**src/tsf_params.svh**
```systemverilog
`ifndef TSF_PARAMS_SVH
`define TSF_PARAMS_SVH
`define TSF_DATA_W      256
`define TSF_QWORD_W     64
`define TSF_BYTES       32
`define TSF_EMPTY_W     2
`define TSF_PF_W        2
`define TSF_VF_W        11
`define TSF_VF_MAX      2048
`define TSF_FIFO_DEPTH  4
`define TSF_NULL_MIN_BEATS 3
`endif

```
**src/tsf_pkg.sv**
```systemverilog
`include "tsf_params.svh"
package tsf_pkg;
  typedef logic [`TSF_DATA_W-1:0]  tsf_data_type;
  typedef logic [`TSF_BYTES-1:0]   tsf_par_type;
  typedef logic [`TSF_EMPTY_W-1:0] tsf_empty_type;
  typedef logic [`TSF_PF_W-1:0]    tsf_pf_type;
  typedef logic [`TSF_VF_W-1:0]    tsf_vf_type;
  typedef enum logic [1:0] {TSF_IDLE, TSF_IN_PKT, TSF_GAP} tsf_state_type;
endpackage : tsf_pkg

```
**src/tsf_link_if.sv**
```systemverilog
`timescale 1ns/100ps
interface tsf_link_if;
  import tsf_pkg::*;
  logic          tx_beat_valid;
  logic          tx_beat_ready;
  logic          tx_packet_start;
  logic          tx_packet_end;
  tsf_data_type  tx_payload_bus;
  tsf_empty_type tx_last_beat_empty_qwords;
  logic          tx_nullify_packet;
  tsf_par_type   tx_byte_odd_parity;
  tsf_pf_type    tx_phys_func_number;
  logic          tx_virt_func_active;
  tsf_vf_type    tx_virt_func_offset;
  modport bridge (input tx_beat_valid, tx_packet_start, tx_packet_end,
    tx_payload_bus, tx_last_beat_empty_qwords, tx_nullify_packet,
    tx_byte_odd_parity, tx_phys_func_number, tx_virt_func_active,
    tx_virt_func_offset, output tx_beat_ready);
  modport sender (output tx_beat_valid, tx_packet_start, tx_packet_end,
    tx_payload_bus, tx_last_beat_empty_qwords, tx_nullify_packet,
    tx_byte_odd_parity, tx_phys_func_number, tx_virt_func_active,
    tx_virt_func_offset, input tx_beat_ready);
endinterface : tsf_link_if

```
**src/tsf_bridge.sv**
```systemverilog
`timescale 1ns/100ps
`include "tsf_params.svh"
module tsf_bridge import tsf_pkg::*; #(
  parameter int DEPTH = `TSF_FIFO_DEPTH
) (
  input  wire logic          clk_sys,
  input  wire logic          reset,
  tsf_link_if.bridge         link,
  input  wire logic          parity_check_en,
  input  wire logic          core_ready,
  output logic               core_valid,
  output logic               core_start,
  output logic               core_end,
  output tsf_data_type       core_data,
  output logic               core_nullified,
  output tsf_pf_type         core_pf,
  output logic               core_vf_active,
  output tsf_vf_type         core_vf,
  output logic               core_parity_error,
  output logic               core_protocol_error
);
  localparam int FW = `TSF_DATA_W + 2 + 1 + `TSF_PF_W + 1 + `TSF_VF_W;
  localparam int QW = `TSF_DATA_W / `TSF_QWORD_W;
  // Beat index saturates here: only third-or-later matters for nullify
  localparam logic [1:0] NULL_BEAT = 2'(`TSF_NULL_MIN_BEATS);

  typedef struct packed {
    tsf_state_type state;
    logic [1:0]    beats;
    logic          null_seen;
    tsf_pf_type    pf;
    logic          vfa;
    tsf_vf_type    vf;
    logic          o_valid;
    logic          o_start;
    logic          o_end;
    tsf_data_type  o_data;
    logic          o_null;
    tsf_pf_type    o_pf;
    logic          o_vfa;
    tsf_vf_type    o_vf;
    logic          o_perr;
    logic          o_proto;
  } tsf_brg_st_type;
  tsf_brg_st_type s_r, s_nxt;

  logic          beat;
  logic          f_valid;
  logic          f_ready;
  logic          f_in_ready;
  logic          perr;
  logic [FW-1:0] f_in, f_out;
  tsf_data_type  clean;
  tsf_par_type   pbad;
  logic          f_start;
  logic          f_end;
  logic          f_null;
  logic          f_vfa;
  tsf_data_type  f_data;
  tsf_pf_type    f_pf;
  tsf_vf_type    f_vf;

  // ----------------------------------------
  // Ingress beat
  // ----------------------------------------
  assign beat = link.tx_beat_valid && f_in_ready;

  always_comb begin
    clean = link.tx_payload_bus;
    for (int q = 0; q < QW; q++) begin
      if (link.tx_packet_end &&
          (q >= QW - int'(link.tx_last_beat_empty_qwords)))
        clean[q*`TSF_QWORD_W +: `TSF_QWORD_W] = '0;
    end
  end

  // Checked on the raw bus so that bad upper bytes are caught as well
  genvar b;
  generate
    for (b = 0; b < `TSF_BYTES; b++) begin : g_pchk
      assign pbad[b] = ~^{link.tx_payload_bus[b*8 +: 8],
                          link.tx_byte_odd_parity[b]};
    end
  endgenerate
  assign perr = parity_check_en && (pbad != '0);

  // ----------------------------------------
  // Packet tracking and identity capture
  // ----------------------------------------
  always_comb begin
    tsf_state_type beat_state;
    beat_state = TSF_IDLE;
    s_nxt = s_r;
    s_nxt.o_perr = 1'b0;
    s_nxt.o_proto = 1'b0;
    if (beat) begin
      s_nxt.o_perr = perr;
      if (link.tx_packet_start) begin
        s_nxt.pf  = link.tx_phys_func_number;
        s_nxt.vfa = link.tx_virt_func_active;
        s_nxt.vf  = link.tx_virt_func_active
          ? link.tx_virt_func_offset : '0;
        s_nxt.beats = 2'd1;
        s_nxt.null_seen = 1'b0;
        s_nxt.o_proto = (s_r.state == TSF_IN_PKT)
          || (s_r.state == TSF_GAP);
      end else if (s_r.beats != NULL_BEAT) begin
        s_nxt.beats = s_r.beats + 2'd1;
      end
      // Honour error only on a third-or-later, non-end beat
      if (link.tx_nullify_packet && !link.tx_packet_start
          && !link.tx_packet_end && s_nxt.beats == NULL_BEAT)
        s_nxt.null_seen = 1'b1;
      beat_state = link.tx_packet_end
        ? (s_nxt.null_seen ? TSF_GAP : TSF_IDLE) : TSF_IN_PKT;
    end
    if (f_valid && f_ready) begin
      s_nxt.o_valid = 1'b1;
      s_nxt.o_start = f_start;
      s_nxt.o_end   = f_end;
      s_nxt.o_data  = f_data;
      s_nxt.o_null  = f_null;
      s_nxt.o_pf    = f_pf;
      s_nxt.o_vfa   = f_vfa;
      s_nxt.o_vf    = f_vf;
    end else if (core_ready) begin
      s_nxt.o_valid = 1'b0;
    end
    // A nullified end owes the link one quiet cycle in the gap state
    case (s_r.state)
      TSF_IDLE: begin
        if (beat)
          s_nxt.state = beat_state;
      end
      TSF_IN_PKT: begin
        if (beat)
          s_nxt.state = beat_state;
      end
      TSF_GAP: begin
        s_nxt.state = beat ? beat_state : TSF_IDLE;
      end
      default: begin
        s_nxt.state = TSF_IDLE;
      end
    endcase
  end

  // ----------------------------------------
  // Identity carry and elastic store
  // ----------------------------------------
  // Identity comes from the start-beat capture on every beat
  always_comb begin
    f_in = {clean, link.tx_packet_start, link.tx_packet_end,
            s_nxt.null_seen, s_nxt.pf, s_nxt.vfa, s_nxt.vf};
  end
  assign {f_data, f_start, f_end, f_null, f_pf, f_vfa, f_vf} = f_out;
  assign f_ready = !s_r.o_valid || core_ready;

  // Small elastic store so the core can stall without losing beats
  // Ready is the store's own: when full it backs the sender up, never drops
  tsf_fifo #(.WIDTH(FW), .DEPTH(DEPTH)) u_fifo (
    .clk_sys   (clk_sys),
    .reset     (reset),
    .in_valid  (link.tx_beat_valid),
    .in_ready  (f_in_ready),
    .in_data   (f_in),
    .out_valid (f_valid),
    .out_ready (f_ready),
    .out_data  (f_out)
  );

  // ----------------------------------------
  // State register and outputs
  // ----------------------------------------
  always_ff @(posedge clk_sys) begin
    if (reset) s_r <= '0;
    else s_r <= s_nxt;
  end

  assign link.tx_beat_ready  = f_in_ready;
  assign core_valid          = s_r.o_valid;
  assign core_start          = s_r.o_start;
  assign core_end            = s_r.o_end;
  assign core_data           = s_r.o_data;
  assign core_nullified      = s_r.o_null;
  assign core_pf             = s_r.o_pf;
  assign core_vf_active      = s_r.o_vfa;
  assign core_vf             = s_r.o_vf;
  assign core_parity_error   = s_r.o_perr;
  assign core_protocol_error = s_r.o_proto;
endmodule : tsf_bridge

```
**src/tsf_fifo.sv**
```systemverilog
`timescale 1ns/100ps
module tsf_fifo #(
  parameter int WIDTH = 8,
  parameter int DEPTH = 4
) (
  input  wire logic             clk_sys,
  input  wire logic             reset,
  input  wire logic             in_valid,
  output logic                  in_ready,
  input  wire logic [WIDTH-1:0] in_data,
  output logic                  out_valid,
  input  wire logic             out_ready,
  output logic      [WIDTH-1:0] out_data
);
  localparam int AW = (DEPTH > 1) ? $clog2(DEPTH) : 1;
  typedef struct packed {
    logic [AW-1:0] wp;
    logic [AW-1:0] rp;
    logic [AW:0]   cnt;
  } tsf_fifo_st_type;
  tsf_fifo_st_type s_r, s_nxt;
  logic [WIDTH-1:0] mem [DEPTH];
  logic             wr, rd;

  assign in_ready  = (s_r.cnt != (AW+1)'(DEPTH));
  assign out_valid = (s_r.cnt != '0);
  assign out_data  = mem[s_r.rp];
  assign wr = in_valid && in_ready;
  assign rd = out_valid && out_ready;

  always_comb begin
    s_nxt = s_r;
    if (wr) s_nxt.wp = (s_r.wp == AW'(DEPTH-1)) ? '0 : s_r.wp + 1'b1;
    if (rd) s_nxt.rp = (s_r.rp == AW'(DEPTH-1)) ? '0 : s_r.rp + 1'b1;
    if (wr && !rd) s_nxt.cnt = s_r.cnt + 1'b1;
    else if (rd && !wr) s_nxt.cnt = s_r.cnt - 1'b1;
  end

  always_ff @(posedge clk_sys) begin
    if (reset) s_r <= '0;
    else s_r <= s_nxt;
    if (wr) mem[s_r.wp] <= in_data;
  end
endmodule : tsf_fifo

```
**src/flat_wrapper.sv**
```systemverilog
// flat-port wrapper written by rule: the top's interface ports become plain ports
module tsf_bridge_flat import tsf_pkg::*;
#(
  parameter int DEPTH = `TSF_FIFO_DEPTH
)
  (clk_sys, reset, parity_check_en, core_ready, core_valid, core_start, core_end, core_data, core_nullified, core_pf, core_vf_active, core_vf, core_parity_error, core_protocol_error, link_tx_beat_valid, link_tx_packet_start, link_tx_packet_end, link_tx_payload_bus, link_tx_last_beat_empty_qwords, link_tx_nullify_packet, link_tx_byte_odd_parity, link_tx_phys_func_number, link_tx_virt_func_active, link_tx_virt_func_offset, link_tx_beat_ready);
  tsf_link_if link_i ();
  input  wire logic clk_sys;
  input  wire logic reset;
  input  wire logic parity_check_en;
  input  wire logic core_ready;
  output logic core_valid;
  output logic core_start;
  output logic core_end;
  output tsf_data_type core_data;
  output logic core_nullified;
  output tsf_pf_type core_pf;
  output logic core_vf_active;
  output tsf_vf_type core_vf;
  output logic core_parity_error;
  output logic core_protocol_error;
  input wire logic [$bits(link_i.tx_beat_valid)-1:0] link_tx_beat_valid;
  input wire logic [$bits(link_i.tx_packet_start)-1:0] link_tx_packet_start;
  input wire logic [$bits(link_i.tx_packet_end)-1:0] link_tx_packet_end;
  input wire logic [$bits(link_i.tx_payload_bus)-1:0] link_tx_payload_bus;
  input wire logic [$bits(link_i.tx_last_beat_empty_qwords)-1:0] link_tx_last_beat_empty_qwords;
  input wire logic [$bits(link_i.tx_nullify_packet)-1:0] link_tx_nullify_packet;
  input wire logic [$bits(link_i.tx_byte_odd_parity)-1:0] link_tx_byte_odd_parity;
  input wire logic [$bits(link_i.tx_phys_func_number)-1:0] link_tx_phys_func_number;
  input wire logic [$bits(link_i.tx_virt_func_active)-1:0] link_tx_virt_func_active;
  input wire logic [$bits(link_i.tx_virt_func_offset)-1:0] link_tx_virt_func_offset;
  output wire logic [$bits(link_i.tx_beat_ready)-1:0] link_tx_beat_ready;
  assign link_i.tx_beat_valid = link_tx_beat_valid;
  assign link_i.tx_packet_start = link_tx_packet_start;
  assign link_i.tx_packet_end = link_tx_packet_end;
  assign link_i.tx_payload_bus = link_tx_payload_bus;
  assign link_i.tx_last_beat_empty_qwords = link_tx_last_beat_empty_qwords;
  assign link_i.tx_nullify_packet = link_tx_nullify_packet;
  assign link_i.tx_byte_odd_parity = link_tx_byte_odd_parity;
  assign link_i.tx_phys_func_number = link_tx_phys_func_number;
  assign link_i.tx_virt_func_active = link_tx_virt_func_active;
  assign link_i.tx_virt_func_offset = link_tx_virt_func_offset;
  assign link_tx_beat_ready = link_i.tx_beat_ready;
  tsf_bridge #(.DEPTH(DEPTH)) u_core (.clk_sys(clk_sys), .reset(reset), .link(link_i), .parity_check_en(parity_check_en), .core_ready(core_ready), .core_valid(core_valid), .core_start(core_start), .core_end(core_end), .core_data(core_data), .core_nullified(core_nullified), .core_pf(core_pf), .core_vf_active(core_vf_active), .core_vf(core_vf), .core_parity_error(core_parity_error), .core_protocol_error(core_protocol_error));
endmodule
```
**config.mk**
```make
export PLATFORM = sky130hd
export DESIGN_NAME = tsf_bridge_flat
export DESIGN_NICKNAME = d
export VERILOG_FILES = /design/src/tsf_pkg.sv /design/src/tsf_link_if.sv /design/src/tsf_bridge.sv /design/src/tsf_fifo.sv /design/src/flat_wrapper.sv
export VERILOG_INCLUDE_DIRS = /design/src
export SDC_FILE = /design/constraint.sdc
export NUM_CORES = 2
export LEC_CHECK = 0
export BUFFER_PORTS_ARGS = -buffer_cell sky130_fd_sc_hd__clkbuf_2
export CAP_MARGIN = 20
export CORE_MARGIN = 3
export CORE_UTILIZATION = 50
export CTS_CLUSTER_SIZE = 25
export DETAILED_ROUTE_END_ITERATION = 7
export PLACE_DENSITY_LB_ADDON = 0.08
export SYNTH_ARGS = -nofsm -noshare
export SYNTH_HDL_FRONTEND = slang
export SYNTH_SLANG_ARGS = --single-unit
```
**constraint.sdc**
```tcl
create_clock -name clk_sys -period 13.1 [get_ports clk_sys]
set_clock_uncertainty 0.15 [all_clocks]
set_input_delay 1.31 -clock clk_sys [delete_from_list [all_inputs] [get_ports clk_sys]]
set_output_delay 1.31 -clock clk_sys [all_outputs]
set_load 0.1 [all_outputs]
```
==> results_dict.tcl <==
set metrics [dict create \
    period_needed_ps 4320 \
    clock_latency_ps 740 \
    synth_seq_cells 1394 \
    pre_cts_ws_ps 8208 \
    post_cts_buffers 0 \
    path_common_cell "buf_4" \
    cts_max_path_buffers 3 \
    die_h_um 340.5 \
    peakVddDrop_mv 0.1717 \
    grt-ovfl-total 0 \
    reg2reg_slack_ps 8780 \
    grt_max_degree 157 \
    setup_slack_ps 8780 \
    drt-initial-drc-count 1920 \
    worstPathCellList "buf_4 -> buf_4 -> buf_4 -> mux4_2 -> nand2_1 -> a21oi_1" \
    grt_pass1_vias 30650 \
    die-area_mm2 0.1159 \
    final_common_cell "edfxtp_1" \
    synth.area.top_cells "edfxtp_1 59%, mux4_2 11%, dfxtp_1 11%" \
    drive_above_1_share_pct 29.16 \
    ys_seq_area_share_pct 69.44 \
    post-dp-hpwl_mm 82.95 \
    worst-setup-path-type "register to register" \
    core_mm2 0.1108 \
    finalNetCount 4136 \
    tightestPinTransition_ps 1121 \
    cp_num_buf_inv 3 \
    critPathTopFamily "buffers and inverters" \
    finalWirelength_mm 133.6 \
    antenna_left 0 \
    track_usage_pct 22.91 \
    cts_tree "done" \
    grt_pass1_wl_mm 197.2 \
    multi_input_area_mm2 0.01408 \
    tns_ps 0 \
    maxSlewViolCount 0 \
    start_kind "register" \
    gp_congestion 0.7636 \
    power_mw 15.58 \
    htree_levels 4 \
    cp.required_ps 13530 \
    synth_top_cell_by_area "edfxtp_1" \
    dpl_cell_area_mm2 0.05814 \
    setup_viol 0 \
    post_cts_resized 0 \
    yosysWarningCount 0 \
    numClockSinks 1394 \
    min_path_type "register to register" \
    routed_via_density 5.400 \
    clock.fmax_mhz 231.5 \
    drt_first_pass_iters 7 \
    io_buffers 588 \
    design_area_mm2 0.06301 \
    synthesis.nets 3873 \
    initial_core_util_pct 50.47 \
    cp-end-kind "register" \
    fillers 8887 \
    die_w_um 340.5 \
    numCtsBuffers 144 \
    status "finished clean" \
    rsz0062_at_grt "no" \
    cap_violations 0 \
    via_count 29320 \
    final_cell_mix "1092 x edfxtp_1, 587 x clkbuf_2, 576 x nand2_1, 300 x dfxtp_1, 282 x a21oi_1" \
    cp.arrival_ps 4750 \
    drc 0 \
    slowest_delay_ps 900 \
    leakagePower_nw 22.13 \
    synth.avg_cell_area_um2 15.75 \
    synth_top_area_share_pct 58.63 \
    finalCritPeriodShare_pct 32.98 \
    hold_buffers 0 \
    crit_path_max_fanout 60 \
    area_growth_pct 12.67 \
    root_buffer "clkbuf_16" \
    synth_cells 3550 \
    hold_viol_final 0 \
    cpMaxStageDelayCell "buf_4" \
    synth.distinct_cells 46 \
    clkTransAtPathRegs_ps 60 \
    slew_headroom_pct 25.27 \
    powerDensity_mw_per_mm2 247.3 \
    final_core_util_pct 56.86 \
    syn_area_mm2 0.05593 \
    grt_antenna_before_repair 16 \
    wl_per_cell_um 24.60 \
    seq_area_mm2 0.03884 \
    rows 122 \
    io_pins 589 \
]
report_power, final:
part	internal, mW	switching [mW]	total, mW
clock network	2.49	1.64	4.13
logic	1.40	4.25	5.65
registers	5.44	0.367	5.81
Yosys cell counts (all sizes together):
cell    instances
edfxtp       1092
ha             10
a21oi         283
nor2            6
clkbuf        158
nand2         580
o21a            1
nand4           6
xor2           34
a211oi          2
nor3            7
nor2b           3
and3            5
o211ai          2
or3b            1
dfxtp         302
nand2b          1
nor4            3
or3             1
nand3           1
a31oi           1
buf           351
nand4b          1
o21ai          13
and2b          12
mux4          273
mux2            3
inv             8
xnor3          28
fa              1
and2          192
mux2i           1
xnor2         168
logic make-up (layout without fill, tap and decap cells):
kind of cell | Yosys count | count (layout) | synth area share [%]
flip-flops | 1394 | 1394 | 69.44
AND/OR/NAND/NOR | 819 | 819 | 6.622
buffers and inverters | 517 | 900 | 5.481
AO/OA/AOI/OAI | 302 | 302 | 2.801
multiplexers | 277 | 277 | 11.07
XOR/XNOR | 230 | 230 | 4.324
adder cells (fa/ha/maj) | 11 | 11 | 0.2595
other | 0 | 9 | 0
state kept, by name (all words and copies together), names as in the netlist:
register and cells:
u_core.u_fifo.mem 1092, u_core.core_vf 11, u_core.s_r 19, u_core.core_vf_active 1
u_core.core_nullified 1, u_core.core_valid 1, u_core.core_start 1, u_core.core_pf 2
u_core.core_protocol_error 1, u_core.core_data 256, u_core.core_parity_error 1, u_core.core_end 1
u_core.u_fifo.s_r 7
worst paths after layout:
path                    startpoint                     to  cells after the start
max           u_core.u_fifo.s_r[4]      u_core.core_vf[0]                      6
min          u_core.core_data[147]  u_core.core_data[147]                      2
max reg2reg   u_core.u_fifo.s_r[4]      u_core.core_vf[0]                      6
min reg2reg  u_core.core_data[147]  u_core.core_data[147]                      2
per-stage QoR:
stage / hold slack [ps] / std cells
final: 302.5 / 5430
after global routing: 319.1 / 5423
after CTS: 305.3 / 5420
after detailed placement: 296.8 / 5154
after global placement: 294.8 / 5150
after floorplan: 286.7 / 3550
cell type report:
| type | count | share of cell area (%) |
|---|---|---|
| antenna | 9 | 0.03574 |
| clock buffer | 204 | 6.483 |
| clock inverter | 62 | 1.172 |
| inverter | 8 | 0.06354 |
| multi-input combinational | 1639 | 22.34 |
| sequential | 1394 | 61.65 |
| tap | 1488 | 2.955 |
| timing repair buffer | 626 | 5.308 |
worst min-delay path: stages, from the launching register on:
cell     delay (ps)
dfxtp_1         310
nand2_1          50
a21oi_1          50
routing by layer:
layer | global-route usage, % | share of wire (%) | vias up
met4 | 7.301 | 2.8 | 8
li1 | - | - | 13190
met1 | 29.70 | 40 | 15080
met5 | 0 | 0.042 | -
met3 | 5.169 | 6.8 | 188
met2 | 38.60 | 50 | 862
No activity file was read; power rests on OpenSTA's default activity.
